File: src/hdl/host_port_map.svh
// constants for the host port: port selects, reset values and timing
`ifndef HOST_PORT_MAP_SVH
`define HOST_PORT_MAP_SVH

// port select codes on the two register-select inputs
`define HP_PORT_IQ        2'h0
`define HP_PORT_DQ        2'h1
`define HP_PORT_INT_ACK   2'h2
`define HP_PORT_INT_EN    2'h3

// reset values
`define HP_INT_EN_RST     8'h00
`define HP_PEND_RST       8'h00
`define HP_DATA_RST       16'h0000

// bit of the pending set that flags a write lost to a full buffer
`define HP_OVF_BIT        7

// request withdrawal bound after the serving strobe, and core clock period
`define HP_REQ_DROP_NS    50
`define HP_CLK_PERIOD_NS  25
`define HP_REQ_DROP_CYC   ((`HP_REQ_DROP_NS / `HP_CLK_PERIOD_NS) < 1 ? 1 : \
                           (`HP_REQ_DROP_NS / `HP_CLK_PERIOD_NS))

`endif

File: src/hdl/host_port_pkg.sv
// types shared by the host port files
package host_port_pkg;

  // access sequencer states
  typedef enum logic [1:0] {
    ACC_IDLE  = 2'b00,
    ACC_READ  = 2'b01,
    ACC_WRITE = 2'b10
  } acc_state_e;

endpackage

File: src/hdl/word_buffer2.sv
// two-entry buffer with valid/ready on both sides
`timescale 1ns/1ps

module word_buffer2 #(
  parameter int WIDTH = 17
) (
  // clock and reset
  input  wire logic             core_clk,
  input  wire logic             rst,
  // filling side
  input  wire logic             in_valid,
  output logic                  in_ready,
  input  wire logic [WIDTH-1:0] in_data,
  // draining side
  output logic                  out_valid,
  input  wire logic             out_ready,
  output logic [WIDTH-1:0]      out_data
);

  logic [WIDTH-1:0] slot0_q;
  logic [WIDTH-1:0] slot1_q;
  logic [1:0]       count_q;
  logic             valid_q;
  wire  [1:0]       count_d;
  wire              push;
  wire              pop;

  // handshakes; slot0 is always the head
  assign push      = in_valid && in_ready;
  assign pop       = out_valid && out_ready;
  assign in_ready  = (count_q != 2'd2);
  assign out_valid = valid_q; // registered so the draining side sees a flop
  assign out_data  = slot0_q;
  assign count_d   = count_q + {1'b0, push} - {1'b0, pop};

  // occupancy count and its registered non-empty flag
  always_ff @(posedge core_clk) begin
    if (rst) begin
      count_q <= 2'd0;
      valid_q <= 1'b0;
    end else begin
      count_q <= count_d;
      valid_q <= (count_d != 2'd0);
    end
  end

  // shift on pop, fill the first free slot on push
  always_ff @(posedge core_clk) begin
    if (pop) begin
      slot0_q <= (count_q == 2'd2) ? slot1_q : in_data;
    end else if (push && count_q == 2'd0) begin
      slot0_q <= in_data;
    end
    if (push && ((count_q == 2'd1 && !pop) || count_q == 2'd2)) begin
      slot1_q <= in_data;
    end
  end

endmodule

File: src/hdl/host_port.sv
// device-side processor bus port: queues, dma requests and interrupts
`timescale 1ns/1ps
`include "host_port_map.svh"

module host_port #(
  parameter int DW = 16,
  parameter int NI = 8
) (
  // clock and reset
  input  wire logic          core_clk,
  input  wire logic          rst,
  // processor bus pins
  input  wire logic          sel_n,
  input  wire logic          rd_n,
  input  wire logic          wr_n,
  input  wire logic [1:0]    port_sel,
  input  wire logic [DW-1:0] data_in,
  output logic [DW-1:0]      data_out,
  output logic               data_oe,
  // open-drain dma requests, active high when released
  output logic               data_queue_dma_request,
  output logic               data_queue_dma_request_oe,
  output logic               instruction_queue_dma_request,
  output logic               instruction_queue_dma_request_oe,
  // interrupt pin
  output logic               int_req,
  // user side: words written by the processor, bit DW set for data queue
  output logic               wq_valid,
  input  wire logic          wq_ready,
  output logic [DW:0]        wq_data,
  // user side: words to be read out through the data queue
  input  wire logic          rq_valid,
  output logic               rq_ready,
  input  wire logic [DW-1:0] rq_data,
  // user side: queue direction and interrupt sources
  input  wire logic          dq_read_mode,
  input  wire logic [NI-2:0] int_src
);

  ////////////////////////////////////////////////////////////////////////
  // pin synchronisers: three stages, change taken when stages 2 and 3 agree
  logic [2:0]    sel_s_q;
  logic [2:0]    rd_s_q;
  logic [2:0]    wr_s_q;
  logic [1:0]    port_s1_q;
  logic [1:0]    port_s2_q;
  logic [1:0]    port_s3_q;
  logic [DW-1:0] din_s1_q;
  logic [DW-1:0] din_s2_q;
  logic [DW-1:0] din_s3_q;
  logic          sel_act_q;
  logic          rd_act_q;
  logic          wr_act_q;

  // shift chains; pins are active low so invert at entry
  always_ff @(posedge core_clk) begin
    if (rst) begin
      sel_s_q <= 3'h0;
      rd_s_q  <= 3'h0;
      wr_s_q  <= 3'h0;
    end else begin
      sel_s_q <= {sel_s_q[1:0], ~sel_n};
      rd_s_q  <= {rd_s_q[1:0], ~rd_n};
      wr_s_q  <= {wr_s_q[1:0], ~wr_n};
    end
  end

  // address and data ride along; only stable inside a strobe
  always_ff @(posedge core_clk) begin
    port_s1_q <= port_sel;
    port_s2_q <= port_s1_q;
    port_s3_q <= port_s2_q;
    din_s1_q  <= data_in;
    din_s2_q  <= din_s1_q;
    din_s3_q  <= din_s2_q;
  end

  // filtered levels: hold until stages 2 and 3 agree on a new value
  always_ff @(posedge core_clk) begin
    if (rst) begin
      sel_act_q <= 1'b0;
      rd_act_q  <= 1'b0;
      wr_act_q  <= 1'b0;
    end else begin
      if (sel_s_q[1] == sel_s_q[2]) sel_act_q <= sel_s_q[2];
      if (rd_s_q[1] == rd_s_q[2])   rd_act_q  <= rd_s_q[2];
      if (wr_s_q[1] == wr_s_q[2])   wr_act_q  <= wr_s_q[2];
    end
  end

  ////////////////////////////////////////////////////////////////////////
  // access sequencer
  host_port_pkg::acc_state_e state_q;
  host_port_pkg::acc_state_e state_d;
  logic [1:0]                port_q;

  wire rd_start  = sel_act_q && rd_act_q;
  wire wr_start  = sel_act_q && wr_act_q;
  wire rd_done   = (state_q == host_port_pkg::ACC_READ) && !rd_act_q;
  wire wr_done   = (state_q == host_port_pkg::ACC_WRITE) && !wr_act_q;
  wire in_access = (state_q != host_port_pkg::ACC_IDLE);

  // dma and programmed accesses take the same path
  always_comb begin
    state_d = state_q;
    unique case (state_q)
      host_port_pkg::ACC_IDLE: begin
        if (rd_start) state_d = host_port_pkg::ACC_READ;
        else if (wr_start) state_d = host_port_pkg::ACC_WRITE;
      end
      host_port_pkg::ACC_READ: begin
        if (!rd_act_q) state_d = host_port_pkg::ACC_IDLE;
      end
      host_port_pkg::ACC_WRITE: begin
        if (!wr_act_q) state_d = host_port_pkg::ACC_IDLE;
      end
      default: state_d = host_port_pkg::ACC_IDLE;
    endcase
  end

  // state and port latched at strobe start
  always_ff @(posedge core_clk) begin
    if (rst) begin
      state_q <= host_port_pkg::ACC_IDLE;
      port_q  <= `HP_PORT_IQ;
    end else begin
      state_q <= state_d;
      if (!in_access) port_q <= port_s3_q;
    end
  end

  ////////////////////////////////////////////////////////////////////////
  // write path through the two-entry buffer
  logic          buf_in_ready;
  wire           wr_is_queue = (port_q == `HP_PORT_IQ) || (port_q == `HP_PORT_DQ);
  wire           buf_push    = wr_done && wr_is_queue;
  wire           wr_lost     = buf_push && !buf_in_ready;
  logic [DW-1:0] wr_word_q;

  // word captured while the write strobe is still low; data is settled then
  always_ff @(posedge core_clk) begin
    if (rst) begin
      wr_word_q <= `HP_DATA_RST;
    end else if (state_q == host_port_pkg::ACC_WRITE && wr_act_q) begin
      wr_word_q <= din_s3_q;
    end
  end

  // deposit writes land here
  word_buffer2 #(.WIDTH(DW + 1)) u_wbuf (
    .core_clk  (core_clk),
    .rst       (rst),
    .in_valid  (buf_push),
    .in_ready  (buf_in_ready),
    .in_data   ({port_q == `HP_PORT_DQ, wr_word_q}),
    .out_valid (wq_valid),
    .out_ready (wq_ready),
    .out_data  (wq_data)
  );

  ////////////////////////////////////////////////////////////////////////
  // interrupt pending and enable
  logic [NI-1:0] pend_q;
  logic [NI-1:0] int_en_q;
  wire  [NI-1:0] hw_set  = {wr_lost, int_src};
  wire           ack_wr  = wr_done && (port_q == `HP_PORT_INT_ACK);
  wire           en_wr   = wr_done && (port_q == `HP_PORT_INT_EN);
  wire  [NI-1:0] ack_clr = ack_wr ? wr_word_q[NI-1:0] : '0;

  // ones clear, zeros keep; a new event in the same cycle wins
  always_ff @(posedge core_clk) begin
    if (rst) begin
      pend_q   <= `HP_PEND_RST;
      int_en_q <= `HP_INT_EN_RST;
    end else begin
      pend_q <= (pend_q & ~ack_clr) | hw_set;
      if (en_wr) int_en_q <= wr_word_q[NI-1:0];
    end
  end

  // level output while any enabled request stays pending
  always_ff @(posedge core_clk) begin
    if (rst) int_req <= 1'b0;
    else int_req <= |(pend_q & int_en_q);
  end

  ////////////////////////////////////////////////////////////////////////
  // read path; fetch reads pop the read-out word
  logic [DW-1:0] rd_mux;

  assign rd_mux = (port_q == `HP_PORT_DQ)      ? rq_data :
                  (port_q == `HP_PORT_INT_ACK) ? {{(DW-NI){1'b0}}, pend_q} :
                  (port_q == `HP_PORT_INT_EN)  ? {{(DW-NI){1'b0}}, int_en_q} :
                  `HP_DATA_RST;

  // drive the bus only while the read strobe is seen
  always_ff @(posedge core_clk) begin
    if (rst) begin
      data_out <= `HP_DATA_RST;
      data_oe  <= 1'b0;
      rq_ready <= 1'b0;
    end else begin
      data_out <= rd_mux;
      data_oe  <= (state_q == host_port_pkg::ACC_READ) && rd_act_q;
      rq_ready <= rd_done && (port_q == `HP_PORT_DQ) && rq_valid;
    end
  end

  ////////////////////////////////////////////////////////////////////////
  // dma requests: released high only when idle and able to serve a word.
  // dropping at strobe detection keeps the deposit/next cycle safe even
  // with the single wait state; the synchroniser sets the latency floor.
  wire dq_ok = dq_read_mode ? (rq_valid && !rq_ready) : buf_in_ready;
  wire iq_ok = buf_in_ready && !dq_read_mode;

  always_ff @(posedge core_clk) begin
    if (rst) begin
      data_queue_dma_request        <= 1'b0;
      instruction_queue_dma_request <= 1'b0;
    end else begin
      // withdrawn on the strobe edge seen, restored after it ends
      data_queue_dma_request <= dq_ok && !in_access && !rd_start
                                && !wr_start;
      instruction_queue_dma_request <= iq_ok && !in_access && !rd_start
                                       && !wr_start;
    end
  end

  // open drain: pull low when not requesting
  always_ff @(posedge core_clk) begin
    if (rst) begin
      data_queue_dma_request_oe        <= 1'b1;
      instruction_queue_dma_request_oe <= 1'b1;
    end else begin
      data_queue_dma_request_oe <= !(dq_ok && !in_access && !rd_start && !wr_start);
      instruction_queue_dma_request_oe <= !(iq_ok && !in_access && !rd_start
                                            && !wr_start);
    end
  end

endmodule

File: config.mk
export PLATFORM = sky130hd
export DESIGN_NAME = host_port
export DESIGN_NICKNAME = d
export VERILOG_FILES = /design/src/hdl/host_port_pkg.sv /design/src/hdl/word_buffer2.sv /design/src/hdl/host_port.sv
export VERILOG_INCLUDE_DIRS = /design/src /design/src/hdl
export SDC_FILE = /design/constraint.sdc
export NUM_CORES = 1
export LEC_CHECK = 0
export BUFFER_PORTS_ARGS = -buffer_cell sky130_fd_sc_hd__buf_2
export CAP_MARGIN = 20
export CORE_MARGIN = 1.5
export CORE_UTILIZATION = 41
export DETAILED_ROUTE_END_ITERATION = 6
export HOLD_SLACK_MARGIN = 0.12
export PLACE_DENSITY_LB_ADDON = 0.15
export SETUP_SLACK_MARGIN = 0.02
export SYNTH_ARGS = -nofsm -noshare
export SYNTH_HDL_FRONTEND = slang
export SYNTH_SLANG_ARGS = --single-unit
File: constraint.sdc
create_clock -name core_clk -period 9.4 [get_ports core_clk]
set_input_delay 0.47 -clock core_clk [delete_from_list [all_inputs] [get_ports core_clk]]
set_output_delay 0.47 -clock core_clk [all_outputs]
set_load 0.005 [all_outputs]
==> results of run 1 <==
[how the worst max path moves through the flow]
stage / from / end / slack, ps / depth (start not counted)
detailed placement: rst / rq_ready / 7270 / 3
floorplan: state_q[0] / u_wbuf.slot1_q[0] / 6350 / 3
global placement: rst / rq_ready / 7340 / 3
CTS: port_q[1] / int_en_q[6] / 7270 / 3
finish: port_q[1] / int_en_q[6] / 7280 / 3
global route: port_q[1] / int_en_q[3] / 7050 / 3
[through the flow]
stage,power (mW),instance area [um2],setup WS [ps]
2_1_floorplan,0.785,5050,6350
3_3_place_gp,0.810,5630,7340
3_5_place_dp,0.813,5630,7270
4_1_cts,1.49,6240,7270
5_1_grt,1.53,6280,7050
6_report,1.47,6280,7280
[state kept, by name (all words and copies together) (netlist names), 3 cells and up]
| register | count |
|---|---|
| u_wbuf.out_data | 17 |
| sel_s_q | 3 |
| rd_s_q | 3 |
| wr_s_q | 3 |
| din_s1_q | 16 |
| wr_word_q | 16 |
| u_wbuf.slot1_q | 17 |
| pend_q | 8 |
| din_s2_q | 16 |
| din_s3_q | 16 |
| int_en_q | 8 |
| data_out | 16 |
[layout make-up]
class | count | area [um2]
timing repair buffer | 94 | 500
multi-input combinational | 213 | 1380
tap | 147 | 184
sequential | 162 | 3580
fill | 1075 | 5730
inverter | 5 | 18.8
clock buffer | 17 | 425
clock inverter | 15 | 186
[report_power, final]
group	leakage [nW]	switching, mW	total (mW)	internal [mW]
clock network	0.298	0.313	0.674	0.361
registers	1.37	0.0111	0.746	0.735
logic	0.841	0.0246	0.0515	0.0269
total	2.51	0.349	1.47	1.12
[critical path, stage by stage (launching register included)]
cell                        delay (ps)
sky130_fd_sc_hd__dfxtp_1           690
sky130_fd_sc_hd__nand4bb_1         500
sky130_fd_sc_hd__nor2_2            580
sky130_fd_sc_hd__mux2i_1           260
[logic make-up after synthesis]
| kind of cell | Yosys count |
|---|---|
| AOI/OAI and AO/OA | 46 |
| xor gates and xnor gates | 2 |
| adders and majority gates | 2 |
| buffers and inverters | 24 |
| DFF | 162 |
| muxes | 33 |
| and+or+nand+nor | 130 |
[synthesized netlist by cell type, drive strengths merged, types with 9 or more instances]
cell type and n:
clkbuf 13, a22oi 12, nand2b 17, nor2b 10, dfxtp 128, a21oi 23
nor4b 9, mux2 25, nor2 24, nand2 40, nor3 10, edfxtp 34
[metal layers]
metal,vias up,global-route usage [%]
met5,-,0
met1,1393,19.4
li1,1569,-
met3,8,4.57
met2,78,21.8
met4,0,7.83
==> reports/summary.md, run 1 <==
* **drc violations** 0
* **Floorplan Core Area** 12000 um2
* **Relative slew margins** 53.9%
* **CTS Hold Buffers Added** 0
* **Detailed Route Iter0 Violations** 146
* **launch point of the worst hold path** data_in[2]
* **most common library cell in the layout ignoring fill and taps** sky130_fd_sc_hd__dfxtp_1
* **number of enable flip-flop cells after synthesis** 34
* **Die Y-Extent** 114 um
* **total length of routed met2 wires** 4160 um
* **detailed-route vias per instance** 4.67
* **Final GP Congestion** 0.795
* **clock root buffer** sky130_fd_sc_hd__clkbuf_16
* **Syn Area/Cell** 12.7 um2
* **via count** 3048
* **floorplan die width** 114 um
* **category of the worst setup path launch point** register
* **post-synthesis cell type with the largest combined area** sky130_fd_sc_hd__dfxtp_1
* **# port buffers** 89
* **Max H-tree Level** 4
* **fraction of the cycle the final worst path needs** 22.6%
* **number of cells produced by synthesis** 399
* **Max Cap Violations** 0
* **highest clock frequency the design can meet** 471 MHz
* **clk slew on worst S/H paths** 70 ps
* **Area growth syn-to-layout** 24.2%
* **Seq cells post-synth** 162
* **commonest cells after routing, fill and taps aside** 128 x sky130_fd_sc_hd__dfxtp_1, 89 x sky130_fd_sc_hd__buf_2, 40 x sky130_fd_sc_hd__nand2_1, 34 x sky130_fd_sc_hd__edfxtp_1, 25 x sky130_fd_sc_hd__mux2_2
* **Synth Area in Compound Gates** 5.40%
* **number of setup buffers added after CTS** 0
* **wire per inst** 13.7 um
* **min Tclk post-route** 2120 ps
* **FF-to-FF Start** port_q[1]
* **clock buffers created by TritonCTS** 17
* **final setup violation count** 0
* **Ports** 90
* **Finished Layout Cells** 653
* **Peak supply drop** 0.113 mV
* **net count after synthesis** 450
* **Worst Hold Slack** 147 ps
* **RSZ-0062 raised after global routing** false
* **Power Density** 234 nW/um2
* **simple-gate share of the synthesized area** 13.7%
* **leakage power of the design** 2.51 nW
* **final-layout setup total negative slack** 0 ps
* **number of warnings issued by yosys** 0
* **post-layout util** 52.3%
* **required time at the endpoint of the critical path** 9740 ps
* **Highest Signal Layer** met4
* **clock tree from TritonCTS** done
* **die area** 13000 um2
* **Skew-Pair Late Insertion Delay** 420 ps
* **result of the run** completed
* **Register-to-Register Path Depth** 3
* **antenna violations before repair** 0
* **largest net degree at the start of global routing** 72
* **via count of the first global-routing pass** 2928
* **share of the synthesized area in the top cell type** 50.7%
* **Netlist cell types** 37
* **worst clock skew** 9.46 ps
* **sequential fraction of the synthesis area** 70.9%
* **Placed Cells** 618
* **top cells by area in the synthesized netlist** sky130_fd_sc_hd__dfxtp_1 51%, sky130_fd_sc_hd__edfxtp_1 20%, sky130_fd_sc_hd__mux2_2 5.6%
* **number of routed nets with antenna violations** 0
* **Post-layout nets** 544
* **number of endpoints with negative hold slack in the final report** 0
* **Slew @ Worst Pin** 691 ps
* **maximum fanout along the worst path** 14
* **length of routed met3 wiring** 452 um
* **Data arrival, critical path** 2460 ps
* **clock tree buffer depth** 2
* **share of synthesized flip-flops with an asynchronous set or reset** 0%
* **total global routing overflow** 0
* **DPL Wire Length** 5910 um
* **n_diodes** 0
* **post-synthesis share of cell area spent on xor and xnor gates** 0.347%
* **register-to-register setup slack** 7280 ps
* **post-synthesis adder-cell area fraction** 0.495%
* **clk sinks** 162
* **layout cells sized above 1** 30.6%
* **endpoint of the most critical register-to-register path** int_en_q[6]
* **routed metal-1 wire length** 4260 um
* **Primary FF master, synth** sky130_fd_sc_hd__dfxtp_1
* **fraction of synthesized area in multiplexers** 7.16%
* **Initial DRT Pass Iterations** 4
* **classification of the worst-slack hold path** in2reg
* **global-route wire length before repair** 14500 um
* **main combinational cell family by area after synthesis** simple AND/OR/NAND/NOR gates
* **max-slew violation total from the final report** 0
* **number of gates resized after cts** 0
* **starting density of the core** 42.1%
* **Detailed Route WL** 8960 um
* **count of cells along the worst hold path** 1
* **nature of the critical path endpoint** register
* **standard-cell rows** 40
* **endpoint with the worst hold slack** din_s1_q[2]
* **critical path type** reg2reg
* **summed instance area of the synthesized netlist** 5050 um2
* **GRT Util Overall** 14.8%
(Power assumes the default switching activity.)
==> run 2, diff against run 1 <==
clock period = 1.8 ns   (was 9.4 ns; I/O delays follow)
==> run 2 against run 1 <==
  * Die area is the same
  * Final area is 9.5% higher
  * Setup slack lost 7200 ps
  * Clock-buffer cell count grew 1
  * Via count is 7.5% higher
  * Highest routed layer unchanged
==> reports/summary.md, run 2 (synthesis gave the netlist of run 1 again) <==
* **result of the run** completed
* **RSZ-0062 raised after global routing** false
* **commonest cells after routing, fill and taps aside** 126 x sky130_fd_sc_hd__dfxtp_1, 89 x sky130_fd_sc_hd__buf_2, 48 x sky130_fd_sc_hd__dlygate4sd3_1, 40 x sky130_fd_sc_hd__nand2_1, 34 x sky130_fd_sc_hd__edfxtp_1
* **endpoint with the worst hold slack** u_wbuf.out_data[1]
* **Register-to-Register Path Depth** 6, +3
* **Comb power frac** 5.1%, +1.6 points
* **total internal power** 6.09 mW, +440%
* **fraction of the cycle the final worst path needs** 95.9%, +73 points
* **via count** 3278, +7.5%
* **max-slew violation total from the final report** 0, unchanged
* **Cell Area, Placed** 5770 um2, +2.6%
* **Peak supply drop** 0.763 mV, +580%
* **standard-cell rows** 40, unchanged
* **switch share** 21.9%, -1.8 points
* **launch point of the worst hold path** wq_ready
* **n_diodes** 0, unchanged
* **post-layout util** 57.2%, +5.0 points
* **Finished Layout Cells** 709, +8.6%
* **series of cell instances along the critical path** or4b_4 -> nor2_4 -> ha_4 -> xnor2_2 -> xnor2_1 -> o21ba_2
* **number of setup buffers added after CTS** 0, unchanged
* **starting density of the core** 42.1%, unchanged
* **Power Density** 1130 nW/um2, +380%
* **clock tree buffer depth** 2, unchanged
* **clk sinks** 162, unchanged
* **Skew-Pair Late Insertion Delay** 420 ps, about the same
* **Final GP Congestion** 0.726, -8.7%
* **slowest cell on the critical path** sky130_fd_sc_hd__or4b_4
* **critical path type** reg2reg
* **largest stage delay on the critical path** 600 ps, -90 ps
* **drc violations** 0, unchanged
* **final critical-path setup slack** 73.6 ps, -7200 ps
* **classification of the worst-slack hold path** in2reg
* **Detailed Route WL** 9460 um, +5.6%
* **final instance area** 6880 um2, +9.5%
* **number of endpoints with negative hold slack in the final report** 0, unchanged
* **global-route wire length before repair** 15500 um, +6.9%
* **Placed Cells** 630, +1.9%
* **Detailed Route Iter0 Violations** 159, +8.9%
* **# port buffers** 89, unchanged
* **Post-layout nets** 601, +10%
* **via count of the first global-routing pass** 3161, +8.0%
* **Relative slew margins** 63.8%, +9.9 points
* **Area growth syn-to-layout** 36.1%
* **total power after layout** 7.80 mW, +430%
* **post-place setup slack** 11.6 ps, -7260 ps
* **register-to-register setup slack** 70 ps, -7200 ps
* **count of cells along the worst hold path** 4, +3
* **Die Y-Extent** 114 um, unchanged
* **clock root buffer** sky130_fd_sc_hd__clkbuf_16
* **highest clock frequency the design can meet** 579 MHz, +23%
* **relative contribution of sequential cells to total power** 49.8%, -0.9 points
* **fraction of power consumed by the clock network** 45.1%, -0.7 points
* **clock buffers created by TritonCTS** 17, unchanged
* **FF-to-FF Start** state_q[0]
* **Max H-tree Level** 4, unchanged
* **Slew @ Worst Pin** 543 ps, -148 ps
* **worst clock skew** 10.4 ps, +0.929 ps
* **number of routed nets with antenna violations** 0, unchanged
* **Initial DRT Pass Iterations** 4, unchanged
* **Floorplan Core Area** 12000 um2, unchanged
* **nature of the critical path endpoint** register
* **maximum fanout along the worst path** 4, -10
* **Ports** 90, unchanged
* **most common library cell in the layout ignoring fill and taps** sky130_fd_sc_hd__dfxtp_1
* **layout cells sized above 1** 30.2%, -0.38 points
* **min Tclk post-route** 1730 ps, -398 ps
* **Data arrival, critical path** 2040 ps, -420 ps
* **category of the worst setup path launch point** register
* **DPL Wire Length** 6000 um, +1.5%
* **floorplan die width** 114 um, unchanged
* **required time at the endpoint of the critical path** 2120 ps, -7620 ps
* **Max Cap Violations** 0, unchanged
* **detailed-route vias per instance** 4.62, -0.95%
* **number of filler instances in the final layout** 1053, -2.0%
* **total global routing overflow** 0, unchanged
* **leakage power of the design** 2.76 nW, +9.8%
* **clk slew on worst S/H paths** 70 ps, about the same
* **clock tree from TritonCTS** done
* **die area** 13000 um2, unchanged
* **final setup violation count** 0, unchanged
* **GRT Util Overall** 15.7%, +0.99 points
* **endpoint of the most critical register-to-register path** u_wbuf.out_valid
* **wire per inst** 13.3 um, -2.8%
* **antenna violations before repair** 0, unchanged
* **largest net degree at the start of global routing** 71, -1.4%
* **sw power** 1.71 mW, +390%
==> run 2: changes by cell type in the layout (fill, tap and decap cells not counted), moves of 2 or more <==
cell / delta
sky130_fd_sc_hd__buf_12: +2
sky130_fd_sc_hd__dlygate4sd3_1: +46
sky130_fd_sc_hd__inv_8: -3
sky130_fd_sc_hd__buf_4: +9
sky130_fd_sc_hd__clkinv_8: -6
sky130_fd_sc_hd__dfxtp_1: -2
sky130_fd_sc_hd__dfxtp_2: +2
sky130_fd_sc_hd__inv_6: +6
==> run 2: worst max-delay path by stage <==
| stage | startpoint | endpoint | cells past startpoint |
|---|---|---|---|
| after detailed placement | u_wbuf.count_q[0] | u_wbuf.out_data[9] | 3 |
| final | state_q[0] | u_wbuf.out_valid | 6 |
| after global routing | state_q[0] | u_wbuf.out_valid | 6 |
| after global placement | u_wbuf.count_q[0] | u_wbuf.out_data[12] | 3 |
| after CTS | port_q[1] | u_wbuf.out_valid | 6 |
| after floorplan | state_q[0] | u_wbuf.slot1_q[0] | 3 |
==> run 2: worst max-delay path: cells and delay by family (launching register included) <==
family / cells / cell delay [ps]
DFF: 1 / 320
and+or+nand+nor: 2 / 750
xor gates and xnor gates: 2 / 220
AOI/OAI and AO/OA: 1 / 200
adders and majority gates: 1 / 140
==> run 2: what timing repair did <==
| item | 4_1_cts | 5_1_grt |
|---|---|---|
| pin swaps | 0 | 3 |
| hold buffers | 48 | 0 |
| endpoints found under the hold margin | 49 | 0 |
| setup endpoints to repair | 17 | 2 |
| resized for setup | 1 | 5 |
==> run 2: power by group through the flow <==
stage | clock network, mW | registers, mW | logic [mW]
final | 3.52 | 3.89 | 0.395
after global routing | 3.78 | 3.90 | 0.436
after CTS | 3.61 | 3.89 | 0.390
after detailed placement | 0 | 3.97 | 0.308
after global placement | 0 | 3.96 | 0.301
after floorplan | 0 | 3.97 | 0.144
==> run 2: stage by stage <==
stage	hold WS (ps)	TNS [ps]
after floorplan	118	-4820
after CTS	266	0
after detailed placement	194	0
after global placement	192	0
final	292	0
after global routing	291	0
==> run 2: layer usage <==
layer / track usage (%) / share of wire, %
met1: 19.4 / 47
met2: 25.1 / 47
met3: 4.94 / 4.4
met4: 7.75 / 2.0
met5: 0 / 0
==> run 2: layout make-up <==
| type | instances | area, um2 | area share [%] |
|---|---|---|---|
| flip-flops and latches | 162 | 3590 | 52.2 |
| multi-input cells | 213 | 1430 | 20.8 |
| well taps | 147 | 184 | 2.68 |
| clock inverters | 13 | 136 | 1.98 |
| repair buffers | 151 | 1070 | 15.5 |
| clock buffers | 18 | 450 | 6.55 |
| inverters | 5 | 18.8 | 0.273 |
